**src/inc/sync_edge_pkg.sv**
```systemverilog
// Purpose: Constants for the sync edge sense and module halt register block
// Assumes: AXI4-Lite with 32-bit data, one aligned word per register
// Notes: Offsets of the three registers of the block are fixed here
package sync_edge_pkg;

  // ----------------------------------------
  // Register byte offsets
  // ----------------------------------------
  localparam logic [7:0] OFS_EDGE_STATUS = 8'h00;
  localparam logic [7:0] OFS_HALT_CTRL = 8'h04;
  localparam logic [7:0] OFS_IRQ_MASK = 8'h08;

  // ----------------------------------------
  // Edge status fields
  // ----------------------------------------
  localparam int BIT_VERT_SYNC = 7;
  localparam int BIT_HORIZ_SYNC = 6;
  localparam int BIT_COMP_SYNC = 5;
  localparam int BIT_HORIZ_FLYBACK = 4;
  localparam int BIT_VERT_FLYBACK = 3;
  localparam int BIT_PRE_EQUAL = 2;
  localparam int BIT_HORIZ_LEVEL = 1;
  localparam int BIT_VERT_LEVEL = 0;
  localparam logic [5:0] FLAGS_RESET = 6'h00;
  localparam logic [5:0] MASK_RESET = 6'h00;

  // ----------------------------------------
  // Module halt fields
  // ----------------------------------------
  localparam int BIT_HALT_FREE_COUNTER = 13;
  localparam int BIT_HALT_TIMER01 = 12;
  localparam int BIT_HALT_TIMERXY_LINK = 8;
  localparam logic [15:0] HALT_RESET = 16'h3FFF;

  // ----------------------------------------
  // Bus responses
  // ----------------------------------------
  localparam logic [1:0] RESP_OKAY = 2'h0;
  localparam logic [1:0] RESP_SLVERR = 2'h2;

endpackage

```
**src/hw/sync_edge_sense_status.sv**
```systemverilog
// Purpose: Sync edge flags, live levels and module halt control over AXI4-Lite
// Assumes: All pins synchronous to aclk; standby_n is hardware standby, active low
// Notes: Besides reset and hardware standby, flags clear only by a zero write after being read as one
//
// Notes on behaviour
// - Rising edge on vertical sync pin sets flag bit 7.
// - Rising edge on horizontal sync pin sets flag bit 6.
// - Rising edge on composite sync pin sets flag bit 5.
// - Rising edge on horizontal flyback pin sets flag bit 4.
// - Rising edge on vertical flyback pin sets flag bit 3.
// - Writing one to a flag never sets it.
// - Zero write clears a flag only after it was read as one.
// - Internal horizontal edge inside mask interval sets flag bit 2.
// - Bit 1 reads the live internal horizontal level.
// - Bit 0 reads the live internal vertical level.
// - Reset and hardware standby clear the six flags; level bits follow pins.
// - Halt register bit 13 stops the free running counter.
// - Halt register bit 12 stops timer channels 0 and 1.
// - Halt register bit 8 stops timer channels X, Y and interconnect.
// - Reset and hardware standby load halt register with 3FFF.
// - Software standby leaves the halt register unchanged.
//
// Our own choices: the register addresses and the AXI4-Lite register port.
`timescale 1ns/1ps

module sync_edge_sense_status (
  input wire logic aclk,
  input wire logic aresetn,
  input wire logic standby_n,
  input wire logic soft_standby,
  input wire logic vert_sync_in_pin,
  input wire logic horiz_sync_in_pin,
  input wire logic comp_sync_in_pin,
  input wire logic horiz_flyback_in_pin,
  input wire logic vert_flyback_in_pin,
  input wire logic internal_horiz_input,
  input wire logic internal_vert_input,
  input wire logic horiz_mask_interval,
  input wire logic [7:0] s_axi_awaddr,
  input wire logic s_axi_awvalid,
  output logic s_axi_awready,
  input wire logic [31:0] s_axi_wdata,
  input wire logic [3:0] s_axi_wstrb,
  input wire logic s_axi_wvalid,
  output logic s_axi_wready,
  output logic [1:0] s_axi_bresp,
  output logic s_axi_bvalid,
  input wire logic s_axi_bready,
  input wire logic [7:0] s_axi_araddr,
  input wire logic s_axi_arvalid,
  output logic s_axi_arready,
  output logic [31:0] s_axi_rdata,
  output logic [1:0] s_axi_rresp,
  output logic s_axi_rvalid,
  input wire logic s_axi_rready,
  output logic halt_free_counter,
  output logic halt_timer01,
  output logic halt_timerxy_link,
  output logic irq
);

  // ----------------------------------------
  // Declarations
  // ----------------------------------------
  logic init;
  logic [5:0] flags;
  logic [5:0] armed;
  logic [5:0] irq_mask;
  logic [15:0] halt_ctrl;
  logic [5:0] prev_in;
  logic [5:0] now_in;
  logic [5:0] set_ev;
  logic aw_held;
  logic w_held;
  logic [7:0] aw_addr;
  logic [31:0] w_data;
  logic [3:0] w_strb;
  logic do_write;
  logic do_read;
  logic [5:0] clr_ev;
  logic prev_valid;
  logic vert_sync_edge_flag;
  logic horiz_sync_edge_flag;
  logic comp_sync_edge_flag;
  logic horiz_flyback_edge_flag;
  logic vert_flyback_edge_flag;
  logic pre_equalization_flag;
  logic wr_status;
  logic wr_halt;
  logic wr_mask;
  logic rd_status;
  logic [31:0] status_word;
  logic [31:0] halt_word;
  logic [31:0] mask_word;
  logic [7:0] halt_high;
  logic [7:0] halt_low;

  // ----------------------------------------
  // Helper functions
  // ----------------------------------------
  function automatic logic [7:0] word_addr(input logic [7:0] a);
    word_addr = {a[7:2], 2'b00};
  endfunction

  function automatic logic hits(input logic [7:0] a, input logic [7:0] ofs);
    hits = (word_addr(a) == ofs);
  endfunction

  function automatic logic rise_seen(input logic now_lvl, input logic old_lvl, input logic valid);
    rise_seen = valid && now_lvl && !old_lvl;
  endfunction

  function automatic logic next_flag(input logic cur, input logic set_in, input logic clr_in);
    next_flag = (cur && !clr_in) || set_in;
  endfunction

  assign init = !aresetn || !standby_n;

  // ----------------------------------------
  // Register decode
  // ----------------------------------------
  assign wr_status = do_write && hits(aw_addr, sync_edge_pkg::OFS_EDGE_STATUS) && w_strb[0];
  assign wr_mask = do_write && hits(aw_addr, sync_edge_pkg::OFS_IRQ_MASK) && w_strb[0];
  assign wr_halt = do_write && hits(aw_addr, sync_edge_pkg::OFS_HALT_CTRL);
  assign rd_status = do_read && hits(s_axi_araddr, sync_edge_pkg::OFS_EDGE_STATUS);

  assign status_word = {24'h000000,
                        flags,
                        internal_horiz_input,
                        internal_vert_input};
  assign halt_word = {16'h0000, halt_ctrl};
  assign mask_word = {24'h000000, irq_mask, 2'b00};

  // ----------------------------------------
  // Edge detection
  // ----------------------------------------
  assign now_in = {vert_sync_in_pin,
                   horiz_sync_in_pin,
                   comp_sync_in_pin,
                   horiz_flyback_in_pin,
                   vert_flyback_in_pin,
                   internal_horiz_input};

  always_ff @(posedge aclk) begin
    if (init) begin
      prev_in <= 6'h00;
    end else begin
      prev_in <= now_in;
    end
  end

  always_ff @(posedge aclk) begin
    if (init) begin
      prev_valid <= 1'b0;
    end else begin
      prev_valid <= 1'b1;
    end
  end

  always_comb begin
    set_ev = 6'h00;

    set_ev[sync_edge_pkg::BIT_VERT_SYNC - 2] = rise_seen(now_in[5], prev_in[5], prev_valid);

    set_ev[sync_edge_pkg::BIT_HORIZ_SYNC - 2] = rise_seen(now_in[4], prev_in[4], prev_valid);

    set_ev[sync_edge_pkg::BIT_COMP_SYNC - 2] = rise_seen(now_in[3], prev_in[3], prev_valid);

    set_ev[sync_edge_pkg::BIT_HORIZ_FLYBACK - 2] = rise_seen(now_in[2], prev_in[2], prev_valid);

    set_ev[sync_edge_pkg::BIT_VERT_FLYBACK - 2] = rise_seen(now_in[1], prev_in[1], prev_valid);

    set_ev[sync_edge_pkg::BIT_PRE_EQUAL - 2] = prev_valid && horiz_mask_interval && (now_in[0] != prev_in[0]);
  end

  // ----------------------------------------
  // AXI4-Lite slave
  // ----------------------------------------
  assign s_axi_awready = !aw_held && !s_axi_bvalid;
  assign s_axi_wready = !w_held && !s_axi_bvalid;
  assign s_axi_arready = !s_axi_rvalid;
  assign do_write = aw_held && w_held && !s_axi_bvalid;
  assign do_read = s_axi_arvalid && s_axi_arready;

  always_ff @(posedge aclk) begin
    if (!aresetn) begin
      aw_held <= 1'b0;
      aw_addr <= 8'h00;
    end else if (s_axi_awvalid && s_axi_awready) begin
      aw_held <= 1'b1;
      aw_addr <= s_axi_awaddr;
    end else if (do_write) begin
      aw_held <= 1'b0;
    end
  end

  always_ff @(posedge aclk) begin
    if (!aresetn) begin
      w_held <= 1'b0;
      w_data <= 32'h0000_0000;
      w_strb <= 4'h0;
    end else if (s_axi_wvalid && s_axi_wready) begin
      w_held <= 1'b1;
      w_data <= s_axi_wdata;
      w_strb <= s_axi_wstrb;
    end else if (do_write) begin
      w_held <= 1'b0;
    end
  end

  always_ff @(posedge aclk) begin
    if (!aresetn) begin
      s_axi_bvalid <= 1'b0;
      s_axi_bresp <= sync_edge_pkg::RESP_OKAY;
    end else if (do_write) begin
      s_axi_bvalid <= 1'b1;
      case (word_addr(aw_addr))
        sync_edge_pkg::OFS_EDGE_STATUS,
        sync_edge_pkg::OFS_HALT_CTRL,
        sync_edge_pkg::OFS_IRQ_MASK: s_axi_bresp <= sync_edge_pkg::RESP_OKAY;
        default: s_axi_bresp <= sync_edge_pkg::RESP_SLVERR;
      endcase
    end else if (s_axi_bready) begin
      s_axi_bvalid <= 1'b0;
    end
  end

  always_ff @(posedge aclk) begin
    if (!aresetn) begin
      s_axi_rvalid <= 1'b0;
      s_axi_rdata <= 32'h0000_0000;
      s_axi_rresp <= sync_edge_pkg::RESP_OKAY;
    end else if (do_read) begin
      s_axi_rvalid <= 1'b1;
      s_axi_rresp <= sync_edge_pkg::RESP_OKAY;
      case (word_addr(s_axi_araddr))
        sync_edge_pkg::OFS_EDGE_STATUS: s_axi_rdata <= status_word;
        sync_edge_pkg::OFS_HALT_CTRL: s_axi_rdata <= halt_word;
        sync_edge_pkg::OFS_IRQ_MASK: s_axi_rdata <= mask_word;
        default: begin
          s_axi_rdata <= 32'h0000_0000;
          s_axi_rresp <= sync_edge_pkg::RESP_SLVERR;
        end
      endcase
    end else if (s_axi_rready) begin
      s_axi_rvalid <= 1'b0;
    end
  end

  // ----------------------------------------
  // Edge flags
  // ----------------------------------------
  // clear needs armed bit; ones ignored
  assign clr_ev = wr_status ? (armed & ~w_data[7:2]) : 6'h00;

  always_ff @(posedge aclk) begin
    if (init) begin
      armed <= 6'h00;
    end else if (rd_status) begin
      armed <= (armed & ~clr_ev) | flags;
    end else begin
      armed <= armed & ~clr_ev;
    end
  end

  always_ff @(posedge aclk) begin
    if (init) begin
      vert_sync_edge_flag <= sync_edge_pkg::FLAGS_RESET[5];
    end else begin
      vert_sync_edge_flag <= next_flag(vert_sync_edge_flag, set_ev[5], clr_ev[5]);
    end
  end

  always_ff @(posedge aclk) begin
    if (init) begin
      horiz_sync_edge_flag <= sync_edge_pkg::FLAGS_RESET[4];
    end else begin
      horiz_sync_edge_flag <= next_flag(horiz_sync_edge_flag, set_ev[4], clr_ev[4]);
    end
  end

  always_ff @(posedge aclk) begin
    if (init) begin
      comp_sync_edge_flag <= sync_edge_pkg::FLAGS_RESET[3];
    end else begin
      comp_sync_edge_flag <= next_flag(comp_sync_edge_flag, set_ev[3], clr_ev[3]);
    end
  end

  always_ff @(posedge aclk) begin
    if (init) begin
      horiz_flyback_edge_flag <= sync_edge_pkg::FLAGS_RESET[2];
    end else begin
      horiz_flyback_edge_flag <= next_flag(horiz_flyback_edge_flag, set_ev[2], clr_ev[2]);
    end
  end

  always_ff @(posedge aclk) begin
    if (init) begin
      vert_flyback_edge_flag <= sync_edge_pkg::FLAGS_RESET[1];
    end else begin
      vert_flyback_edge_flag <= next_flag(vert_flyback_edge_flag, set_ev[1], clr_ev[1]);
    end
  end

  always_ff @(posedge aclk) begin
    if (init) begin
      pre_equalization_flag <= sync_edge_pkg::FLAGS_RESET[0];
    end else begin
      pre_equalization_flag <= next_flag(pre_equalization_flag, set_ev[0], clr_ev[0]);
    end
  end

  assign flags = {vert_sync_edge_flag,
                  horiz_sync_edge_flag,
                  comp_sync_edge_flag,
                  horiz_flyback_edge_flag,
                  vert_flyback_edge_flag,
                  pre_equalization_flag};

  // ----------------------------------------
  // Interrupt mask and output
  // ----------------------------------------
  always_ff @(posedge aclk) begin
    if (init) begin
      irq_mask <= sync_edge_pkg::MASK_RESET;
    end else if (wr_mask) begin
      irq_mask <= w_data[7:2];
    end
  end

  assign irq = |(flags & irq_mask);

  // ----------------------------------------
  // Module halt control
  // ----------------------------------------
  // high byte, soft standby ignored
  always_ff @(posedge aclk) begin
    if (init) begin
      halt_high <= sync_edge_pkg::HALT_RESET[15:8];
    end else if (wr_halt && w_strb[1]) begin
      halt_high <= w_data[15:8];
    end
  end

  always_ff @(posedge aclk) begin
    if (init) begin
      halt_low <= sync_edge_pkg::HALT_RESET[7:0];
    end else if (wr_halt && w_strb[0]) begin
      halt_low <= w_data[7:0];
    end
  end

  assign halt_ctrl = {halt_high, halt_low};

  assign halt_free_counter = halt_ctrl[sync_edge_pkg::BIT_HALT_FREE_COUNTER];
  assign halt_timer01 = halt_ctrl[sync_edge_pkg::BIT_HALT_TIMER01];
  assign halt_timerxy_link = halt_ctrl[sync_edge_pkg::BIT_HALT_TIMERXY_LINK];

endmodule

```
**config.mk**
```make
export PLATFORM = sky130hd
export DESIGN_NAME = sync_edge_sense_status
export DESIGN_NICKNAME = d
export VERILOG_FILES = /design/src/inc/sync_edge_pkg.sv /design/src/hw/sync_edge_sense_status.sv
export SDC_FILE = /design/constraint.sdc
export NUM_CORES = 1
export LEC_CHECK = 0
export ABC_AREA = 1
export BUFFER_PORTS_ARGS = -buffer_cell sky130_fd_sc_hd__buf_2
export CAP_MARGIN = 20
export CORE_UTILIZATION = 50
export CTS_CLUSTER_SIZE = 30
export DETAILED_ROUTE_END_ITERATION = 7
export HOLD_SLACK_MARGIN = 0.03
export PLACE_DENSITY = 0.83
export SYNTH_ARGS = -nofsm -noshare
export SYNTH_HDL_FRONTEND = slang
export SYNTH_SLANG_ARGS = --single-unit
```
**constraint.sdc**
```tcl
create_clock -name aclk -period 1.4 [get_ports aclk]
set_clock_uncertainty 0.05 [all_clocks]
set_input_delay 0 -clock aclk [delete_from_list [all_inputs] [get_ports aclk]]
set_output_delay 0 -clock aclk [all_outputs]
set_load 0.05 [all_outputs]
```
==> results of run 1 <==
[stage by stage]
| stage | hold slack (ns) | power, mW | util, % | setup TNS, ns |
|---|---|---|---|---|
| 6_report | 0.0669 | 5.14 | 70.0 | 0 |
| 3_5_place_dp | 0.181 | 3.43 | 59.2 | -0.0122 |
| 5_1_grt | 0.0927 | 5.33 | 70.0 | -0.188 |
| 3_3_place_gp | 0.181 | 3.41 | 59.2 | 0 |
| 4_1_cts | 0.0674 | 5.09 | 68.3 | 0 |
| 2_1_floorplan | 0.0622 | 3.25 | - | -0.0281 |
[cell type report]
cell class / instances / area, um^2 / share of cell area, %
clock buffers: 9 / 124 / 2.58
clock inverters: 7 / 53.8 / 1.12
inverters: 31 / 133 / 2.76
multi-input cells: 322 / 1640 / 34.2
flip-flops and latches: 87 / 1760 / 36.5
well taps: 96 / 120 / 2.50
repair buffers: 137 / 975 / 20.3
repair inverters: 1 / 5.00 / 0.104
[sequential cells by signal, indices dropped and copies added, names as in the netlist, 2 cells and up]
register and cells:
halt_high 8, halt_low 8, aw_addr 6, w_data 16, armed 6, prev_in 6
w_strb 2, s_axi_rdata 16, irq_mask 6
[critical path, delay by kind of cell, from the launching register on]
| family | cells | cell delay [ns] |
|---|---|---|
| flops | 1 | 0.36 |
| buf+inv | 1 | 0.18 |
| compound gates | 1 | 0.17 |
| simple gates | 3 | 0.24 |
[cells in the final DEF, fill, tap and decap left out]
master / count
clkinvlp_2: 1
a21oi_2: 2
buf_12: 1
clkinv_2: 1
nand3_1: 21
buf_4: 21
buf_2: 71
nand3b_1: 6
clkbuf_8: 9
dfxtp_4: 3
a221oi_2: 1
xor2_1: 1
nor2_8: 2
buf_6: 1
dfxtp_1: 82
o21ai_1: 17
nor2_1: 54
clkinv_4: 1
clkinvlp_4: 4
nor2_4: 9
dfxtp_2: 2
dlygate4sd3_1: 43
conb_1: 18
nor2_2: 4
nand3b_4: 1
inv_1: 24
nand2_4: 3
inv_6: 3
nand2_2: 6
inv_2: 2
nand2_1: 70
o21a_1: 1
a21oi_1: 44
nand4_1: 20
nand3_4: 1
o21ai_0: 40
a31oi_1: 1
inv_4: 3
[repair_timing]
action	in CTS	in global routing
cloned	0	3
endpoints found under the hold margin	44	0
pin swaps	1	8
gates resized for setup	5	27
hold buffers	43	0
buffers inserted	0	6
endpoints found under the setup margin	7	40
[layer usage]
metal | vias up | routed length, um
li1 | 1747 | -
met1 | 1574 | 3920
met2 | 123 | 4340
met3 | 20 | 451
met4 | 0 | 183
met5 | - | 0
[worst paths after layout]
kind                               start              end
hold / removal             s_axi_arvalid  s_axi_rdata[15]
setup reg to reg                  w_held       w_data[12]
setup / recovery  vert_flyback_edge_flag              irq
hold reg to reg             halt_high[2]  s_axi_rdata[10]
[report_power, final]
group / switching [mW] / internal [mW]
clock: 0.950 / 0.664
sequential: 0.0676 / 2.58
combinational: 0.574 / 0.311
total: 1.59 / 3.55
[logic make-up (layout without fill, tap and decap cells)]
family	Yosys count	count (layout)	share of synthesized area, %
DFF	87	87	48.5
xor gates and xnor gates	1	1	0.244
AOI/OAI and AO/OA	106	106	15.0
buffers and inverters	67	185	9.92
and+or+nand+nor	195	197	26.3
other	1	18	0.104
==> results.sh, run 1 <==
export IMPL_drv_slew=0
export IMPL_cts_buffer_depth=2
export IMPL_final_area_um2=4810
export IMPL_io_buffers=72
export IMPL_cts_clk_slew_worst_paths_ns=0.09
export IMPL_vias_per_cell=5.02
export IMPL_synth_top_area_share_pct=48.5
export IMPL_use_met1_pct=27.5
export IMPL_synth_enable_flop_cells=0
export IMPL_clk_latency_ns=0.37
export IMPL_fin_cells=690
export IMPL_required_ns=1.35
export IMPL_ant_nets=0
export IMPL_root_buffer="clkbuf_8"
export IMPL_final_setup_viol_count=0
export IMPL_status="finished, final reports clean"
export IMPL_syn_to_final_growth_pct=33.8
export IMPL_die_x_um=86.8
export IMPL_path_cells="nand2_1 > nand2_1 > a221oi_2 > nand3_1 > buf_6"
export IMPL_grt_pass1_vias=3138
export IMPL_wire_per_inst_um=12.9
export IMPL_place_area_um2=4070
export IMPL_holdPathStages=5
export IMPL_cp_arrival_ns=1.34
export IMPL_synthCells=457
export IMPL_p_leak_nw=2.14
export IMPL_hold_class="input pin to flop"
export IMPL_ys_flop_type="dfxtp_1"
export IMPL_cts_made_buffers=9
export IMPL_grt_antenna_before_repair=0
export IMPL_r2r_setup_slack_ns=0.03
export IMPL_row_count=30
export IMPL_dpl_worst_slack_ns=-0.0109
export IMPL_fp_dieArea_um2=7530
export IMPL_dp_cells=622
export IMPL_place_gp_congestion=0.822
export IMPL_avgSynthCellArea_um2=7.87
export IMPL_critPathMaxFanout=3
export IMPL_grt_use_met3_pct=4.10
export IMPL_fin_crit_ns=1.39
export IMPL_drt_pass1_iter_count=4
export IMPL_grt_met2_usage_pct=40.7
export IMPL_syn_cell_area_um2=3590
export IMPL_synth_largest_area_cell="dfxtp_1"
export IMPL_start_kind="flop"
export IMPL_ctsHtreeMaxLevel=3
export IMPL_drt_iter0_drc=194
export IMPL_busiest_layer="met2"
export IMPL_grt_start_max_net_pins=28
export IMPL_finalWirelength_um=8890
export IMPL_ys_warn_count=0
export IMPL_crit_path_top_delay_cell="dfxtp_4"
export IMPL_slowest_delay_ns=0.36
export IMPL_grt_pass1_wl_um=13500
export IMPL_worstSetupEndpointType="output pin"
export IMPL_rr_worst_depth=6
export IMPL_n_antenna_cell=0
export IMPL_grt_usage_pct=23.3
export IMPL_fin_crit_sh_pct=99.0
export IMPL_grt_overflow_total=0
export IMPL_max_cap_viol_count=0
export IMPL_async_reset_ff_share_pct=0
export IMPL_ioPinCount=114
export IMPL_critical_path_class="flop to output pin"
export IMPL_start_util_pct=52.3
export IMPL_rsz0062_at_grt="true"
export IMPL_yosys_top_cells_count="dfxtp_1 (87), nand2_1 (74), nor2_1 (58), o21ai_0 (52), a21oi_1 (46)"
export IMPL_synthTopCellsByArea="dfxtp_1 (48%), nand2_1 (7.7%), o21ai_0 (7.2%), a21oi_1 (6.4%), nor2_1 (6.1%)"
export IMPL_max_freq_mhz=721
export IMPL_p_per_area_nw_per_um2=1070
export IMPL_hold_viol=0
export IMPL_yosysSeqAreaShare_pct=48.5
export IMPL_ys_ff_latch=87
export IMPL_dp_hpwl_um=5580
export IMPL_drc=0
export IMPL_worst_slack_ns=0.0136
export IMPL_nets=658
export IMPL_clock_sinks=87
export IMPL_cts_tree="yes"
export IMPL_synth_most_common_cell="dfxtp_1"
export IMPL_cp_common_cell="nand2_1"
export IMPL_drive_gt1_share_pct=25.6
export IMPL_num_vias=3464
export IMPL_yosysUniqueCellTypes=30
export IMPL_fillers=569
export IMPL_die_y_um=86.8
export IMPL_peakVddDrop_uv=678
export IMPL_core_area_um2=6870
(Power assumes the default switching activity.)
==> run 2, diff against run 1 <==
--- a/config.mk
+++ b/config.mk
@@ -9,10 +9,12 @@
 export BUFFER_PORTS_ARGS = -buffer_cell sky130_fd_sc_hd__buf_2
 export CAP_MARGIN = 20
 export CORE_UTILIZATION = 50
+export CTS_BUF_LIST = sky130_fd_sc_hd__clkbuf_8
 export CTS_CLUSTER_SIZE = 30
 export DETAILED_ROUTE_END_ITERATION = 7
 export HOLD_SLACK_MARGIN = 0.03
 export PLACE_DENSITY = 0.83
+export REMOVE_ABC_BUFFERS = 1
 export SYNTH_ARGS = -nofsm -noshare
 export SYNTH_HDL_FRONTEND = slang
 export SYNTH_SLANG_ARGS = --single-unit
==> run 2 against run 1 <==
The run now ends with negative setup slack left. Register-to-register slack got worse by 0.04 ns. Non-clock buffer count fell by 3. Total power rose by 3.2%. Clock-buffer cell count did not move. Final area barely moved. Setup slack got worse by 0.024 ns. Via count rose by 2.7%. Critical path depth rose by 2. Maximum frequency fell by 1.7%. Die area did not move. Sequential power barely moved. Largest power group unchanged.
==> results.sh, run 2 (synthesized netlist as in run 1, its figures left out) <==
export IMPL_status="finished, violations left"
export IMPL_violations="negative setup slack"
export IMPL_cts_made_buffers=9
export IMPL_max_cap_viol_count=0
export IMPL_cts_tree="yes"
export IMPL_peakVddDrop_uv=582
export IMPL_ioPinCount=114
export IMPL_grt_overflow_total=0
export IMPL_worstSetupEndpointType="flop"
export IMPL_mostFrequentLayoutCell="dfxtp_1"
export IMPL_critical_path_class="flop to flop"
export IMPL_critPathMaxFanout=6
export IMPL_grt_pass1_vias=3290
export IMPL_hold_class="input pin to flop"
export IMPL_drt_iter0_drc=335
export IMPL_rr_endpoint="irq_mask[3]"
export IMPL_clk_latency_ns=0.36
export IMPL_ant_nets=0
export IMPL_start_kind="flop"
export IMPL_drv_slew=0
export IMPL_die_y_um=86.8
export IMPL_max_freq_mhz=709
export IMPL_rsz0062_at_grt="true"
export IMPL_p_per_area_nw_per_um2=1100
export IMPL_nets=655
export IMPL_hp_start="s_axi_awvalid"
export IMPL_core_area_um2=6870
export IMPL_fin_crit_sh_pct=101
export IMPL_die_x_um=86.8
export IMPL_worst_slack_ns=-0.0101
export IMPL_cts_clk_slew_worst_paths_ns=0.09
export IMPL_drive_gt1_share_pct=26.6
export IMPL_ctsHtreeMaxLevel=3
export IMPL_fillers=521
export IMPL_required_ns=1.64
export IMPL_holdPathStages=3
export IMPL_row_count=30
export IMPL_p_leak_nw=2.14
export IMPL_start_util_pct=52.3
export IMPL_cts_buffer_depth=2
export IMPL_fp_dieArea_um2=7530
export IMPL_n_antenna_cell=0
export IMPL_layout_common_cells="dfxtp_1 (82), nand2_1 (72), buf_2 (71), nor2_1 (54), a21oi_1 (43)"
export IMPL_seqCellArea_um2=1750
export IMPL_reg_largest_list="s_axi_rdata (16), w_data (16)"
export IMPL_clock_sinks=87
export IMPL_num_vias=3556
export IMPL_rr_worst_depth=7
export IMPL_finalPower_mw=5.31
export IMPL_place_gp_congestion=0.909
export IMPL_fin_crit_ns=1.41
export IMPL_finalWirelength_um=9440
export IMPL_wire_per_inst_um=13.7
export IMPL_whs_ns=0.0461
export IMPL_multiInputGateArea_um2=1660
export IMPL_root_buffer="clkbuf_8"
export IMPL_syn_to_final_growth_pct=33.7
export IMPL_r2r_setup_slack_ns=-0.01
export IMPL_drc=0
export IMPL_cp_arrival_ns=1.65
export IMPL_grt_start_max_net_pins=24
export IMPL_io_buffers=72
export IMPL_final_setup_viol_count=1
export IMPL_dp_hpwl_um=5860
export IMPL_hold_viol=0
export IMPL_vias_per_cell=5.18
export IMPL_whs_endpoint="aw_addr[2]"
export IMPL_drt_pass1_iter_count=4
export IMPL_grt_antenna_before_repair=0
export IMPL_reg2reg_from="s_axi_bvalid"
export IMPL_grt_usage_pct=25.3
export IMPL_grt_pass1_wl_um=14700
==> run 2: changes by cell type in the layout (fill, tap and decap cells not counted), sizes merged <==
cell	delta
bufinv	+1
clkinvlp	+1
inv	-2
nand3	+1
nand2	-1
dlygate4sd3	-3
==> run 2: cell type report <==
cell class                      instances  share of cell area, %
Clock inverter                          7                   1.67
Clock buffer                            9                   2.58
Inverter                               31                   2.76
Timing Repair Buffer                  134                   19.5
Tap cell                               96                   2.50
Multi-Input combinational cell        322                   34.4
Timing Repair inverter                  1                  0.156
Sequential cell                        87                   36.4
==> run 2: worst max-delay path by stage <==
stage                                 startpoint                    end  slack (ns)  depth (start not counted)
final                               s_axi_bvalid            irq_mask[3]       -0.01                          7
after global routing                s_axi_bvalid            irq_mask[3]       -0.09                          7
after floorplan                     s_axi_bvalid              w_data[0]       -1.02                          5
after global placement                aw_addr[4]           halt_high[6]        0.05                          6
after detailed placement              aw_addr[4]  pre_equalization_flag       -0.03                          6
after CTS                 vert_flyback_edge_flag                    irq       -0.05                          5
==> run 2: stage by stage <==
step	setup WS [ns]	instance area, um^2	utilization [%]	std cells	TNS [ns]
floorplan	-1.02	3420	-	438	-40.24
global placement	0.0501	4010	58.3	620	0
detailed placement	-0.0294	4010	58.3	620	-0.0740
CTS	-0.0468	4640	67.6	676	-0.0468
global route	-0.0895	4810	70.0	687	-0.668
finish	-0.0101	4810	70.0	687	-0.0101
==> run 2: worst max-delay path, cell delays in order, from the launching register on <==
cell and delay (ns):
dfxtp_2 0.33, nand3b_4 0.18, nor2_4 0.23, inv_2 0.07, nor2_4 0.14, buf_6 0.15
o21ai_2 0.05, nor2_1 0.13
==> run 2: per-layer routing <==
layer / wire length [um] / vias up / share of wire [%] / track usage (%)
li1: - / 1752 / - / -
met1: 3810 / 1630 / 40 / 28.6
met2: 4730 / 141 / 50 / 44.8
met3: 604 / 33 / 6.4 / 4.76
met4: 295 / 0 / 3.1 / 14.1
met5: 0 / - / 0 / 0
==> run 2: repair_timing <==
action                     CTS  global route
hold buffers                40             0
setup buffers                0             8
gates cloned                 0             3
hold endpoints to repair    49             0
resized for setup            7            46
pin swaps                    0            14
setup endpoints to repair   13            43
==> run 2: power by group <==
| group | switching [mW] | total, mW | leakage, nW | internal [mW] |
|---|---|---|---|---|
| sequential | 0.0754 | 2.66 | 0.713 | 2.58 |
| combinational | 0.576 | 0.870 | 1.33 | 0.294 |
| clock | 0.938 | 1.78 | 0.0964 | 0.842 |
| total | 1.59 | 5.31 | 2.14 | 3.72 |
==> run 3, diff against run 2 <==
--- a/config.mk
+++ b/config.mk
@@ -8,12 +8,14 @@
 export ABC_AREA = 1
 export BUFFER_PORTS_ARGS = -buffer_cell sky130_fd_sc_hd__buf_2
 export CAP_MARGIN = 20
-export CORE_UTILIZATION = 50
+export CELL_PAD_IN_SITES_DETAIL_PLACEMENT = 1
+export CELL_PAD_IN_SITES_GLOBAL_PLACEMENT = 1
+export CORE_UTILIZATION = 37
 export CTS_BUF_LIST = sky130_fd_sc_hd__clkbuf_8
 export CTS_CLUSTER_SIZE = 30
 export DETAILED_ROUTE_END_ITERATION = 7
 export HOLD_SLACK_MARGIN = 0.03
-export PLACE_DENSITY = 0.83
+export PLACE_DENSITY = 0.85
 export REMOVE_ABC_BUFFERS = 1
 export SYNTH_ARGS = -nofsm -noshare
 export SYNTH_HDL_FRONTEND = slang
==> run 3 against run 2 <==
The run still ends with negative setup slack left. Clock-buffer cell count is the same. Final cell count rose by 6.1%. Final area increased by 3.6%. Setup slack lost 0.14 ns. Global-route usage is 2.5 points lower. Register-to-register slack worse by 0.14 ns. Maximum frequency fell by 8.9%. First-iteration DRC count is 41% lower. Hold slack gained 0.013 ns. Sequential share of layout area shrank 1.1 points. Via count increased by 5.4%. Total power rose by 4.2%. Largest power group unchanged.
==> results.sh, run 3 (synthesized netlist as in run 1, its figures left out) <==
export IMPL_wire_per_inst_um=17.8
export IMPL_reg_largest_list="s_axi_rdata (16), w_data (16)"
export IMPL_die_x_um=101
export IMPL_cp_arrival_ns=1.77
export IMPL_clock_sinks=87
export IMPL_io_buffers=72
export IMPL_p_leak_nw=2.21
export IMPL_drt_pass1_iter_count=4
export IMPL_cts_buffer_depth=2
export IMPL_fp_dieArea_um2=10100
export IMPL_syn_to_final_growth_pct=38.5
export IMPL_relSlewSlack_pct=62.2
export IMPL_slowest_delay_ns=0.35
export IMPL_nets=663
export IMPL_layout_common_cells="dfxtp_1 (80), buf_2 (70), nand2_1 (65), nor2_1 (55), a21oi_1 (44)"
export IMPL_whs_ns=0.0590
export IMPL_worst_slack_ns=-0.147
export IMPL_num_vias=3748
export IMPL_drc=0
export IMPL_peakVddDrop_uv=434
export IMPL_crit_family="simple AND/OR/NAND/NOR gates"
export IMPL_multiInputGateArea_um2=1690
export IMPL_fin_crit_ns=1.55
export IMPL_rsz0062_at_grt="true"
export IMPL_ioPinCount=114
export IMPL_place_gp_congestion=0.744
export IMPL_finalPower_mw=5.53
export IMPL_critPathMaxFanout=9
export IMPL_grt_overflow_total=0
export IMPL_worst_pin_slew_ns=0.567
export IMPL_die_y_um=101
export IMPL_grt_usage_pct=22.8
export IMPL_status="finished, violations left"
export IMPL_crit_path_top_delay_cell="dfxtp_2"
export IMPL_crit_buf_inv=0
export IMPL_required_ns=1.62
export IMPL_start_kind="flop"
export IMPL_drv_slew=0
export IMPL_fin_cells=729
export IMPL_max_cap_viol_count=0
export IMPL_cp_common_cell="nor2_4"
export IMPL_grt_start_max_net_pins=24
export IMPL_seqCellArea_um2=1760
export IMPL_drt_iter0_drc=196
export IMPL_vias_per_cell=5.14
export IMPL_clk_latency_ns=0.39
export IMPL_ant_nets=0
export IMPL_p_per_area_nw_per_um2=1110
export IMPL_mostFrequentLayoutCell="dfxtp_1"
export IMPL_dpl_worst_slack_ns=-0.0947
export IMPL_fillers=1149
export IMPL_violations="negative setup slack"
export IMPL_hold_class="input pin to flop"
export IMPL_path_cells="nor2_4 > nand2_2 > nor2_4 > nand3_4 > o21ai_0 > nor2_1"
export IMPL_final_setup_viol_count=22
export IMPL_grt_pass1_vias=3655
export IMPL_row_count=35
export IMPL_max_freq_mhz=646
export IMPL_drive_gt1_share_pct=28.2
export IMPL_dp_cells=657
export IMPL_critical_path_class="flop to flop"
export IMPL_cts_tree="yes"
export IMPL_core_area_um2=9330
export IMPL_grt_antenna_before_repair=0
export IMPL_dp_hpwl_um=7190
export IMPL_cts_made_buffers=9
export IMPL_worstSetupEndpointType="flop"
export IMPL_cts_clk_slew_worst_paths_ns=0.11
export IMPL_root_buffer="clkbuf_8"
export IMPL_start_util_pct=38.5
export IMPL_fin_crit_sh_pct=111
export IMPL_hold_viol=0
export IMPL_finalWirelength_um=13000
export IMPL_ctsHtreeMaxLevel=3
export IMPL_grt_pass1_wl_um=17600
-- run 3: final timing paths --
path	startpoint	end	slack (ns)	cells past startpoint
min	aresetn	w_data[2]	0.06	4
max	aw_addr[7]	halt_high[7]	-0.15	6
min reg2reg	s_axi_rdata[7]	s_axi_rdata[7]	0.41	2
max reg2reg	aw_addr[7]	halt_high[7]	-0.15	6
-- run 3: cell type report --
class                      count  share of cell area (%)
inverter                      31                    2.51
timing repair buffer         144                    20.8
sequential                    87                    35.3
clock inverter                 7                    1.61
tap                          129                    3.24
antenna                        1                  0.0503
clock buffer                   9                    2.49
multi-input combinational    321                    34.0
-- run 3: stage by stage --
stage / area [um^2] / TNS [ns] / util (%)
after floorplan: 3420 / -40.24 / -
after global placement: 4080 / 0 / 43.7
after detailed placement: 4080 / -0.706 / 43.7
after CTS: 4730 / -0.0981 / 50.7
after global routing: 4980 / -2.58 / 53.3
final: 4980 / -1.15 / 53.4
-- run 3: per-layer routing --
metal | wire, um | up-vias | track usage [%]
met5 | 0 | - | 0
met4 | 514 | 0 | 14.4
met3 | 572 | 46 | 3.95
met2 | 6610 | 158 | 40.1
met1 | 5280 | 1789 | 25.5
li1 | - | 1755 | -
-- run 3: report_power, final --
group / internal [mW] / leakage [nW] / switching, mW
sequential: 2.58 / 0.714 / 0.0901
clock: 0.848 / 0.102 / 1.08
combinational: 0.311 / 1.39 / 0.622
total: 3.74 / 2.21 / 1.79
-- run 3: what timing repair did --
item / in CTS / in global routing
hold buffers: 41 / 1
setup buffers: 0 / 12
gates resized for setup: 10 / 68
hold endpoints to repair: 48 / 3
gates cloned: 1 / 0
endpoints found under the setup margin: 26 / 59
pin swaps: 2 / 19
-- run 3: tightest hold or removal path, delay by kind of cell --
kind / cells / cell delay (ns)
AO/OA/AOI/OAI: 2 / 0.11
buffers and inverters: 2 / 0.35
